==> config.mk <==
export PLATFORM = sky130hd
export DESIGN_NAME = sar_adc_serial_frame_sequencer
export DESIGN_NICKNAME = d
export VERILOG_FILES = /design/src/shared/sar_seq_pkg.sv /design/src/sar_adc_serial_frame_sequencer.sv
export SDC_FILE = /design/constraint.sdc
export NUM_CORES = 1
export LEC_CHECK = 0
export BUFFER_PORTS_ARGS = -buffer_cell sky130_fd_sc_hd__clkbuf_2
export CAP_MARGIN = 0
export CORE_ASPECT_RATIO = 2
export CORE_MARGIN = 4
export CORE_UTILIZATION = 39
export CTS_BUF_LIST = sky130_fd_sc_hd__clkbuf_16
export DETAILED_ROUTE_END_ITERATION = 6
export PLACE_DENSITY = 0.6
export SETUP_SLACK_MARGIN = 0.1
export SLEW_MARGIN = 0
export SYNTH_ARGS = -nofsm -noshare
export SYNTH_HDL_FRONTEND = slang
export SYNTH_SLANG_ARGS = --single-unit
==> constraint.sdc <==
create_clock -name clk_sys -period 2.5 [get_ports clk_sys]
set_input_delay 0.5 -clock clk_sys [delete_from_list [all_inputs] [get_ports clk_sys]]
set_output_delay 0.5 -clock clk_sys [all_outputs]
set_load 0.05 [all_outputs]
==> src/shared/sar_seq_pkg.sv <==
// package: constants and types for the serial-frame conversion sequencer
// Notes on behaviour
// - for the first three serial clock cycles after the frame opens the sample switch tracks the input.
// - from the fourth through the sixteenth cycle the sample is held and converted.
// - the input is captured at the fourth falling serial clock edge of each conversion.
// - a frame is the whole time the active-low frame select stays low, bounded by its edges.
// - within one frame, conversions start sixteen serial clock periods apart; a new frame restarts at the first cycle at once.
// - each sixteen-cycle group does one conversion and shifts its result out.
// - while tracking, the sample switch connects to one of four inputs picked by the stored address.
// - while holding, trial codes step through the internal DAC, one bit per rising edge, for all eight bits.
// - the result leaves most significant bit first, its first bit on the fifth serial clock.
// - the command input is sampled on the first eight rising edges of each conversion.
// - command bits 4 and 3 pick the channel, 00 giving input one; all other bits are ignored.
// - the result output is released whenever frame select is high and driven only while low.
package sar_seq_pkg;
  localparam int          RESULT_BITS   = 8;
  localparam int          CMD_BITS      = 8;
  localparam int          GROUP_CYCLES  = 16;
  localparam int          TRACK_CYCLES  = 3;
  localparam logic [4:0]  HOLD_EDGE     = 5'h04;
  localparam logic [4:0]  FIRST_OUT_CLK = 5'h05;
  localparam logic [4:0]  LAST_CMD_RISE = 5'h08;
  localparam logic [4:0]  GROUP_END     = 5'h10;
  localparam int          CHAN_HI_POS   = 4;
  localparam int          CHAN_LO_POS   = 3;
  localparam logic [1:0]  CHAN_RESET    = 2'h0;
  typedef enum logic [1:0] {IDLE, TRACK, HOLD} phase_type;
endpackage

==> src/sar_adc_serial_frame_sequencer.sv <==
// module: serial-frame sequencer for a four-input successive-approximation converter
`timescale 1ns/10ps
`default_nettype none
module sar_adc_serial_frame_sequencer (
  // system
  input  wire logic        clk_sys,
  input  wire logic        rst,
  // serial pins
  input  wire logic        frameSelectN,
  input  wire logic        serialClk,
  input  wire logic        cmdIn,
  output logic             resultOut,
  output logic             resultOutEn,
  // analog front end
  input  wire logic        comparatorHigh,
  output logic [3:0]       sampleSwitch,
  output logic             comparatorBalanceSwitch,
  output logic [7:0]       dacCode,
  // converted words to the system
  output logic [7:0]       resultData,
  output logic [1:0]       resultChannel,
  output logic             resultValid,
  input  wire logic        resultReady
);

  ////////////////////////////////////////////////////////////////////////////////
  typedef struct packed {
    logic [1:0]             fsSync;
    logic [1:0]             sckSync;
    logic [1:0]             dinSync;
    logic [1:0]             cmpSync;
    logic                   fsPrev;
    logic                   sckPrev;
    logic [4:0]             cyc;
    sar_seq_pkg::phase_type phase;
    logic [7:0]             cmd;
    logic [1:0]             chanNext;
    logic [1:0]             chanCur;
    logic [7:0]             trial;
    logic [3:0]             bitIdx;
    logic [7:0]             headData;
    logic [1:0]             headChan;
    logic                   valid;
    logic                   dout;
    logic                   doutEn;
    logic [3:0]             sw;
    logic                   balance;
    logic [1:0][7:0]        bufData;
    logic [1:0][1:0]        bufChan;
    logic                   wrPtr;
    logic                   rdPtr;
    logic [1:0]             count;
  } state_type;

  state_type s_q;
  state_type s_d;

  logic fsLow;
  logic sckRise;
  logic sckFall;
  logic frameStart;
  logic pushWord;
  logic popWord;
  logic bufFull;

  function automatic logic [3:0] chanOneHot(input logic [1:0] c);
    chanOneHot = 4'h1 << c;
  endfunction

  ////////////////////////////////////////////////////////////////////////////////
  always_comb begin
    s_d = s_q;
    // pins pass two flops before anything reads them
    s_d.fsSync  = {s_q.fsSync[0], frameSelectN};
    s_d.sckSync = {s_q.sckSync[0], serialClk};
    s_d.dinSync = {s_q.dinSync[0], cmdIn};
    s_d.cmpSync = {s_q.cmpSync[0], comparatorHigh};
    s_d.fsPrev  = s_q.fsSync[1];
    s_d.sckPrev = s_q.sckSync[1];
    fsLow       = ~s_q.fsSync[1];
    frameStart  = s_q.fsPrev & ~s_q.fsSync[1];
    sckRise     = fsLow & s_q.sckSync[1] & ~s_q.sckPrev;
    sckFall     = fsLow & ~s_q.sckSync[1] & s_q.sckPrev;
    bufFull     = (s_q.count == 2'h2);
    pushWord    = 1'b0;
    popWord     = s_q.valid & resultReady;
    s_d.doutEn  = fsLow;
    if (frameStart) begin
      // clock parked low: the select fall itself counts as the first falling edge
      s_d.cyc     = 5'h01;
      s_d.phase   = sar_seq_pkg::TRACK;
      s_d.cmd     = 8'h00;
      s_d.chanCur = s_q.chanNext;
      s_d.dout    = 1'b0;
    end else if (!fsLow) begin
      s_d.phase = sar_seq_pkg::IDLE;
      s_d.cyc   = 5'h00;
    end else begin
      if (sckRise && s_q.cyc <= sar_seq_pkg::LAST_CMD_RISE) begin
        s_d.cmd = {s_q.cmd[6:0], s_q.dinSync[1]};
        if (s_q.cyc == sar_seq_pkg::LAST_CMD_RISE) begin
          // only bits 4 and 3 matter, next conversion's channel
          s_d.chanNext = {s_q.cmd[sar_seq_pkg::CHAN_HI_POS - 1],
                          s_q.cmd[sar_seq_pkg::CHAN_LO_POS - 1]};
        end
      end
      if (sckRise && s_q.phase == sar_seq_pkg::HOLD) begin
        // one trial per rising edge; comparator low keeps the bit
        if (s_q.bitIdx < 4'h8) begin
          s_d.trial[3'(7 - s_q.bitIdx)] = ~s_q.cmpSync[1];
          if (s_q.bitIdx < 4'h7)
            s_d.trial[3'(6 - s_q.bitIdx)] = 1'b1;
          s_d.bitIdx = s_q.bitIdx + 4'h1;
        end
      end
      if (sckFall) begin
        if (s_q.cyc == sar_seq_pkg::GROUP_END) begin
          // next group reuses the address caught in this one
          s_d.cyc     = 5'h01;
          s_d.phase   = sar_seq_pkg::TRACK;
          s_d.chanCur = s_q.chanNext;
          s_d.cmd     = 8'h00;
          if (!bufFull) begin
            pushWord = 1'b1;
          end
        end else begin
          s_d.cyc = s_q.cyc + 5'h01;
        end
        if (s_q.cyc + 5'h01 == sar_seq_pkg::HOLD_EDGE) begin
          s_d.phase  = sar_seq_pkg::HOLD;
          s_d.trial  = 8'h80;
          s_d.bitIdx = 4'h0;
        end
        if (s_q.cyc + 5'h01 >= sar_seq_pkg::FIRST_OUT_CLK && s_q.cyc != sar_seq_pkg::GROUP_END)
          // result bits trail the SAR by one clock, msb first
          s_d.dout = s_q.trial[3'(8 - (s_q.cyc + 5'h01 - sar_seq_pkg::FIRST_OUT_CLK + 5'h01))];
      end
    end
    // sample switch follows the current channel only while tracking
    s_d.sw      = (s_d.phase == sar_seq_pkg::TRACK) ? chanOneHot(s_d.chanCur) : 4'h0;
    s_d.balance = (s_d.phase == sar_seq_pkg::TRACK);
    // two-entry buffer; a word finished while full is dropped rather than stalling the pins
    if (pushWord) begin
      s_d.bufData[s_q.wrPtr] = s_q.trial;
      s_d.bufChan[s_q.wrPtr] = s_q.chanCur;
      s_d.wrPtr              = ~s_q.wrPtr;
    end
    if (popWord)
      s_d.rdPtr = ~s_q.rdPtr;
    s_d.count = s_q.count + {1'b0, pushWord} - {1'b0, popWord};
    // buffer head kept in flops so the system side sees registered outputs
    s_d.valid    = (s_d.count != 2'h0);
    s_d.headData = s_d.bufData[s_d.rdPtr];
    s_d.headChan = s_d.bufChan[s_d.rdPtr];
  end

  always_ff @(posedge clk_sys or posedge rst) begin
    if (rst) begin
      s_q          <= '0;
      s_q.fsSync   <= 2'h3;
      s_q.fsPrev   <= 1'b1;
      s_q.phase    <= sar_seq_pkg::IDLE;
      s_q.chanNext <= sar_seq_pkg::CHAN_RESET;
      s_q.chanCur  <= sar_seq_pkg::CHAN_RESET;
    end else begin
      s_q <= s_d;
    end
  end

  ////////////////////////////////////////////////////////////////////////////////
  assign resultOut               = s_q.dout;
  assign resultOutEn             = s_q.doutEn;
  assign sampleSwitch            = s_q.sw;
  assign comparatorBalanceSwitch = s_q.balance;
  assign dacCode                 = s_q.trial;
  assign resultData              = s_q.headData;
  assign resultChannel           = s_q.headChan;
  assign resultValid             = s_q.valid;

  ////////////////////////////////////////////////////////////////////////////////
  a_release_when_high: assert property (@(posedge clk_sys) disable iff (rst)
    s_q.fsSync[1] |=> !resultOutEn) else $error("result pin driven while deselected");
  a_drive_when_low: assert property (@(posedge clk_sys) disable iff (rst)
    !s_q.fsSync[1] |=> resultOutEn) else $error("result pin idle while selected");
  a_frame_restart: assert property (@(posedge clk_sys) disable iff (rst)
    frameStart |=> s_q.cyc == 5'h01 && s_q.phase == sar_seq_pkg::TRACK) else $error("no restart");
  a_track_early: assert property (@(posedge clk_sys) disable iff (rst)
    (fsLow && s_q.cyc inside {[5'h01:5'h03]}) |-> s_q.phase == sar_seq_pkg::TRACK)
    else $error("not tracking in first cycles");
  a_hold_late: assert property (@(posedge clk_sys) disable iff (rst)
    (fsLow && !frameStart && s_q.cyc >= 5'h04) |-> s_q.phase == sar_seq_pkg::HOLD)
    else $error("not holding in cycles four to sixteen");
  a_hold_edge: assert property (@(posedge clk_sys) disable iff (rst)
    (sckFall && s_q.cyc == 5'h03) |=> s_q.phase == sar_seq_pkg::HOLD && dacCode == 8'h80)
    else $error("hold not at fourth fall");
  a_switch_open_hold: assert property (@(posedge clk_sys) disable iff (rst)
    s_q.phase == sar_seq_pkg::HOLD |-> sampleSwitch == 4'h0 && !comparatorBalanceSwitch)
    else $error("switch closed in hold");
  a_switch_channel: assert property (@(posedge clk_sys) disable iff (rst)
    s_q.phase == sar_seq_pkg::TRACK |-> sampleSwitch == chanOneHot(s_q.chanCur))
    else $error("wrong channel tracked");
  a_buffer_bound: assert property (@(posedge clk_sys) disable iff (rst)
    s_q.count <= 2'h2) else $error("buffer overflow");

endmodule // sar_adc_serial_frame_sequencer
`default_nettype wire

==> summary.md, run 1 <==
| Metric | Value |
|---|---|
| Die footprint | approximately 12000 µm² |
| Worst-path cell chain | inv_2 > ha_4 > and4bb_1 > and4_4 > inv_8 > ha_4 > inv_1 > ha_1 > xnor2_1 > xnor2_1 > or2_4 |
| Filler cell count | 931 |
| Placeable Area | approximately 10000 µm² |
| CP Launch Type | flip-flop |
| Post-CTS Hold Buffers | 0 |
| DPL Wire Length | ~6700 µm |
| Post-synthesis cell count | 360 |
| Storage cell area | roughly 2000 µm² |
| Final setup viols | 0 |
| Routed WL | 8910 µm |
| Post-DR wirelength/cell | between 15 and 20 µm |
| Unique masters post-synth | 71 |
| Fin. max-slew vios | 0 |
| R2r setup slk | between 0.15 and 0.2 ns |
| P&R area growth vs syn | 15.8% |
| Worst path slowest cell | dfrtp_1 |
| Fin Hold WS | roughly 0.2 ns |
| Final Hold Fails | 0 |
| CTS tree | built |
| Critical Path Sink Type | flip-flop |
| RSZ-0062 raised after global routing | false |
| Max_slew headroom | a little under three fifths |
| HP Class | input pin to asynchronous set/reset pin |
| Critical Path RT | ~2.7 ns |
| Clk buf depth | 2 |
| Setup Slack @ Placement | a little over 0.04 ns |
| Worst Max-Slew Pin Slew | 0.636 ns |
| Vias in the first global route | 2833 |
| CTS HTree Levels | 3 |
| P per Cell Area | between 700 and 800 nW/µm² |
| Crit path max fanout | 7 |
| CTS sink count | slightly below 80 |
| Max frequency | 0.433 GHz |
| Synth warn | 0 |
| Initial Utilization | approximately two fifths |
| Max-cap violations | 0 |
| Synth Net Count | 372 |
| Vias | 2832 |
| WP buf/inv | 3 |
| #FFs+latches synth | between 70 and 80 |
| Total CTS buffers | 9 |
| Ys flop type | dfrtp_1 |
| Chip height | around 150 µm |
| Gr ovfl total | 0 |
| Min Tclk post-route | between 2 and 2.5 ns |
| Worst VDD drop | 0.428 mV |
| Setup WS post-layout | between 0.15 and 0.2 ns |
| Status | finished, final reports clean |
| Vias/cell | between 5 and 6 |
| DRC | 0 |
| Row Count | between 50 and 60 |
| CP peak stage delay | approximately 0.38 ns |
| P_leak | 2.13 nW |
| First-pass GRT wire length | roughly 14000 µm |
| Delay-heaviest family, CP | simple AND/OR/NAND/NOR gates |
| Final worst path period share | approximately 92% |
| Clock Latency Late Sink | 0.33 ns |
| First DRT Iteration DRCs | between 100 and 150 |
| Clock-pin slew on the worst setup and hold paths | 0.06 ns |
| CP arrival | roughly 2.5 ns |
| Setup Crit Path Kind | flip-flop to flip-flop |
| Setup TNS | 0 ns |
| Largest net degree at the start of global routing | 32 |
| DRT Pass-1 Iters | 5 |
| Area of the multi-input gates | ~1700 µm² |
| Design Power | roughly 3.6 mW |
| Gr usage total | 16.0% |
| Number of synthesized flops with an enable pin | 0 |
| Worst clock skew | ~0.0074 ns |
| Routed Antenna Nets | 0 |
| Die X | 79.0 µm |
| # diodes | 0 |
| Initial antenna violation count | 0 |
| Layout cells sized above 1 | slightly below 30% |
| Avg Cell Area, Syn | between 10 and 15 µm² |
| Routability cong. | approximately 0.87 |
| Sequential cell area fraction in the yosys report | between 50% and 60% |
| I/O Pins | 33 |
| Synthesized area | 3930 µm² |
| PortBufs | 32 |
| Final #Nets | ~400 |
| Synth async-reset ratio | 100% |
| Root Buffer Master | clkbuf_16 |
[layer usage]
metal	routed length, µm	track usage (%)	part of all wire, %	vias to the layer above
met5	0	0	0	-
li1	-	-	-	1314
met3	303	3.49	3.4	29
met1	3190	15.7	36	1402
met4	388	9.81	4.4	0
met2	5020	29.7	56	87
[synth_stat cells, types with 6 or more instances]
library cell,number,share of area [%]
clkbuf_1,8,0.76
inv_1,17,1.6
a21oi_1,26,3.3
nand2b_1,11,1.8
nand2_1,17,1.6
o21ai_0,17,2.2
mux2_2,14,4.0
mux2i_1,6,1.5
buf_4,22,4.2
dfrtp_1,76,48
nor2_1,17,1.6
o211ai_1,6,1.1
nor2b_1,6,0.95
nor3_1,8,1.0
nand3_1,8,1.0
[stage by stage]
step / util (%) / instance area, µm² / std cells
3_5_place_dp: 42.2 / 4140 / 502
4_1_cts: 45.6 / 4480 / 519
5_1_grt: 46.3 / 4550 / 524
3_3_place_gp: 42.2 / 4140 / 502
6_report: 46.3 / 4550 / 524
2_1_floorplan: - / 3940 / 360
[cells by family after synthesis]
logic type                 share of synthesized area, %
and+or+nand+nor                                    15.0
AOI/OAI and AO/OA                                  15.0
DFF                                                50.4
buffers and inverters                              8.24
muxes                                              8.21
xor gates and xnor gates                           1.56
adders and majority gates                          1.59
[power breakdown]
part | total (mW) | switching [mW] | internal, mW
clock | 1.42 | 0.533 | 0.888
combinational | 0.780 | 0.503 | 0.276
sequential | 1.42 | 0.0445 | 1.38
total | 3.62 | 1.08 | 2.54
[flip-flops by register name (all words and copies together) (netlist names)]
register,flops
s_d,6
sampleSwitch,4
s_q,47
resultOut,1
resultOutEn,1
comparatorBalanceSwitch,1
resultValid,1
resultChannel,2
resultData,8
dacCode,8
[cell usage in the layout, fill, tap and decap left out, types with 3 or more instances in the layout]
cell       synthesis  routed
a32o_1             3       3
a22oi_1            3       3
a21oi_1           26      26
o221ai_1           4       4
clkbuf_16          0       9
o211ai_1           6       6
clkbuf_2           1      32
ha_1               5       3
a22o_1             5       5
nor2_1            17      17
mux2_2            14      14
mux2_1             4       4
inv_1             17      14
mux2i_1            6       6
o31ai_1            3       3
nand2_1           17      17
dfstp_2            3       3
nor3_1             8       8
xnor2_1            5       5
buf_4             22      20
o22ai_1            5       5
nand3_1            8       8
nand2b_1          11      11
nor2b_1            6       6
inv_2              2       4
dfrtp_1           76      76
o21ai_0           17      17
[layout make-up]
type,instances,area share (%)
well taps,132,3.63
repair buffers,53,7.25
inverters,20,1.90
clock inverters,7,2.31
clock buffers,9,4.95
flip-flops and latches,79,43.5
multi-input cells,224,36.5
[path summary, 6_finish.rpt]
kind / startpoint / to / depth (start not counted)
worst max register to register: s_q[68] / resultValid / 11
worst min-delay path: rst / dacCode[3] / 2
worst max-delay path: s_q[68] / resultValid / 11
max in group asynchronous: rst / s_d[74] / 3
min in group clk_sys: frameSelectN / s_d[82] / 1
worst min register to register: s_d[80] / s_d[73] / 0
[timing repair]
| action | in CTS | in global routing |
|---|---|---|
| resized for setup | 2 | 7 |
| gates cloned | 0 | 0 |
| endpoints found under the setup margin | 1 | 1 |
| setup buffers | 1 | 5 |
| pin swaps | 0 | 3 |
Power figures use the tool's default switching activity.
==> run 2, diff against run 1 <==
- SETUP_SLACK_MARGIN: 0.1 -> 0.2
- SLEW_MARGIN: 0 -> not set
==> run 2 against run 1 <==
Against the previous run:
- count of clock-buffer cells in the layout did not move
- clock skew rose by 0.00090 ns
- register-to-register slack improved by 0.05 ns
- via count rose by 0.32%
- critical endpoint is now s_q[1]
- largest power group unchanged
==> summary.md, run 2 (synthesis results as in run 1) <==
| Metric | Value |
|---|---|
| Routed WL | 9020 µm |
| First-pass GRT wire length | between 10000 and 15000 µm |
| Fin. max-slew vios | 0 |
| Storage cell area | roughly 2000 µm² |
| CTS sink count | 79 |
| Most flop-heavy register | s_q |
| Commonest cells after routing, fill and taps aside | dfrtp_1, clkbuf_2, buf_4 |
| Area of the multi-input gates | 1680 µm² |
| Filler cell count | about 930 |
| Setup WS post-layout | between 0.2 and 0.25 ns |
| Chip height | between 100 and 150 µm |
| CP arrival | 2.48 ns |
| PortBufs | 32 |
| First DRT Iteration DRCs | between 100 and 150 |
| Clk buf depth | 2 |
| Critical path launch point | s_q[69] |
| Post-DR wirelength/cell | 16.9 µm |
| Die footprint | around 12000 µm² |
| Status | finished, final reports clean |
| HP Class | input pin to asynchronous set/reset pin |
| Worst VDD drop | between 0.4 and 0.5 mV |
| Max-cap violations | 0 |
| Setup TNS | 0 ns |
| P_leak | between 2 and 2.5 nW |
| DRC | 0 |
| Worst Max-Slew Pin Slew | approximately 0.63 ns |
| Placed instance count | between 500 and 600 |
| P per Cell Area | about 800 nW/µm² |
| CP Launch Type | flip-flop |
| Vias | about 2800 |
| Total CTS buffers | 9 |
| Final Hold Fails | 0 |
| Final worst path period share | 90.3% |
| CTS tree | built |
| Row Count | 51 |
| Design Power | between 3 and 4 mW |
| Setup Slack @ Placement | around 0.040 ns |
| Root Buffer Master | clkbuf_16 |
| I/O Pins | 33 |
| Crit path max fanout | 2 |
| Min Tclk post-route | between 2 and 2.5 ns |
| Gr usage total | 16.3% |
| Most common cell after layout, fill and taps aside | dfrtp_1 |
| Critical Path RT | roughly 2.7 ns |
| Final #Nets | 407 |
| Critical Path Sink Type | flip-flop |
| Worst clock skew | between 0.008 and 0.009 ns |
| DRT Pass-1 Iters | 4 |
| Vias/cell | around 5.3 |
| RSZ-0062 raised after global routing | false |
| # diodes | 0 |
| Largest net degree at the start of global routing | 32 |
| Layout cells sized above 1 | approximately a third |
| Placeable Area | between 9000 and 10000 µm² |
| Initial Utilization | around two fifths |
| RR Startpoint | s_q[69] |
| DPL Wire Length | just under 7000 µm |
| Final std cells w/o fill | 532 |
| CTS HTree Levels | 3 |
| Final setup viols | 0 |
| Initial antenna violation count | 0 |
| Setup Crit Path Kind | flip-flop to flip-flop |
| P&R area growth vs syn | 17.9% |
| Max FFs per register | between 40 and 50 |
| Max frequency | approximately 0.44 GHz |
| Die X | 79.0 µm |
| Area of placed instances | about 4100 µm² |
| Gr ovfl total | 0 |
| Routed Antenna Nets | 0 |
| Routability cong. | just under 0.9 |
| Clock-pin slew on the worst setup and hold paths | around 0.060 ns |
| Clock Latency Late Sink | 0.33 ns |
| Max_slew headroom | between 50% and 60% |
| Vias in the first global route | between 2000 and 3000 |
| Final instance area | 4640 µm² |
-- run 2: changes by cell type in the layout (fill, tap and decap cells not counted), sizes merged --
cell | before | now
buf | 21 | 29
-- run 2: per-layer routing --
metal | vias to the layer above | share of wire, % | GRT usage [%]
met2 | 75 | 56 | 29.9
met3 | 31 | 3.2 | 3.55
met1 | 1406 | 36 | 15.9
li1 | 1329 | - | -
met5 | - | 0 | 0
met4 | 0 | 4.9 | 10.7
-- run 2: metrics by stage --
stage,hold slack (ns),util [%]
finish,0.207,47.2
global route,0.236,47.2
CTS,0.215,46.5
detailed placement,0.337,42.2
global placement,0.334,42.2
floorplan,0.331,-
-- run 2: power by group --
part / total, mW / internal [mW] / switching (mW)
clock: 1.42 / 0.888 / 0.531
combinational: 0.856 / 0.333 / 0.522
sequential: 1.42 / 1.38 / 0.0469
-- run 2: timing repair --
item / CTS / global route
endpoints found under the setup margin: 2 / 2
gates resized for setup: 7 / 6
hold buffers: 0 / 0
buffers inserted: 11 / 3
pin swaps: 3 / 4
-- run 2: worst paths after layout --
check / end / slack (ns) / cells past startpoint
setup / recovery: s_q[1] / 0.24 / 12
setup reg to reg: s_q[1] / 0.24 / 12
hold reg to reg: s_d[73] / 0.35 / 0
hold / removal: dacCode[3] / 0.21 / 2
max in group asynchronous: s_d[82] / 1.70 / 3
min in group clk_sys: s_d[82] / 0.25 / 1
-- run 2: final cells by class --
cell class / count / share of cell area [%]
Clock buffer: 9 / 4.86
Clock inverter: 7 / 2.27
Inverter: 20 / 1.86
Multi-Input combinational cell: 224 / 36.2
Sequential cell: 79 / 42.7
Tap cell: 132 / 3.56
Timing Repair Buffer: 61 / 8.50
-- run 2: worst max-delay path, cell delays in order (launching register included) --
cell and delay [ns]:
dfrtp_1 0.39, inv_2 0.09, ha_4 0.13, and4bb_1 0.24, and4_4 0.28, inv_8 0.04
ha_4 0.24, inv_1 0.03, ha_2 0.17, xnor2_2 0.15, xnor2_2 0.15, buf_4 0.14
buf_6 0.10
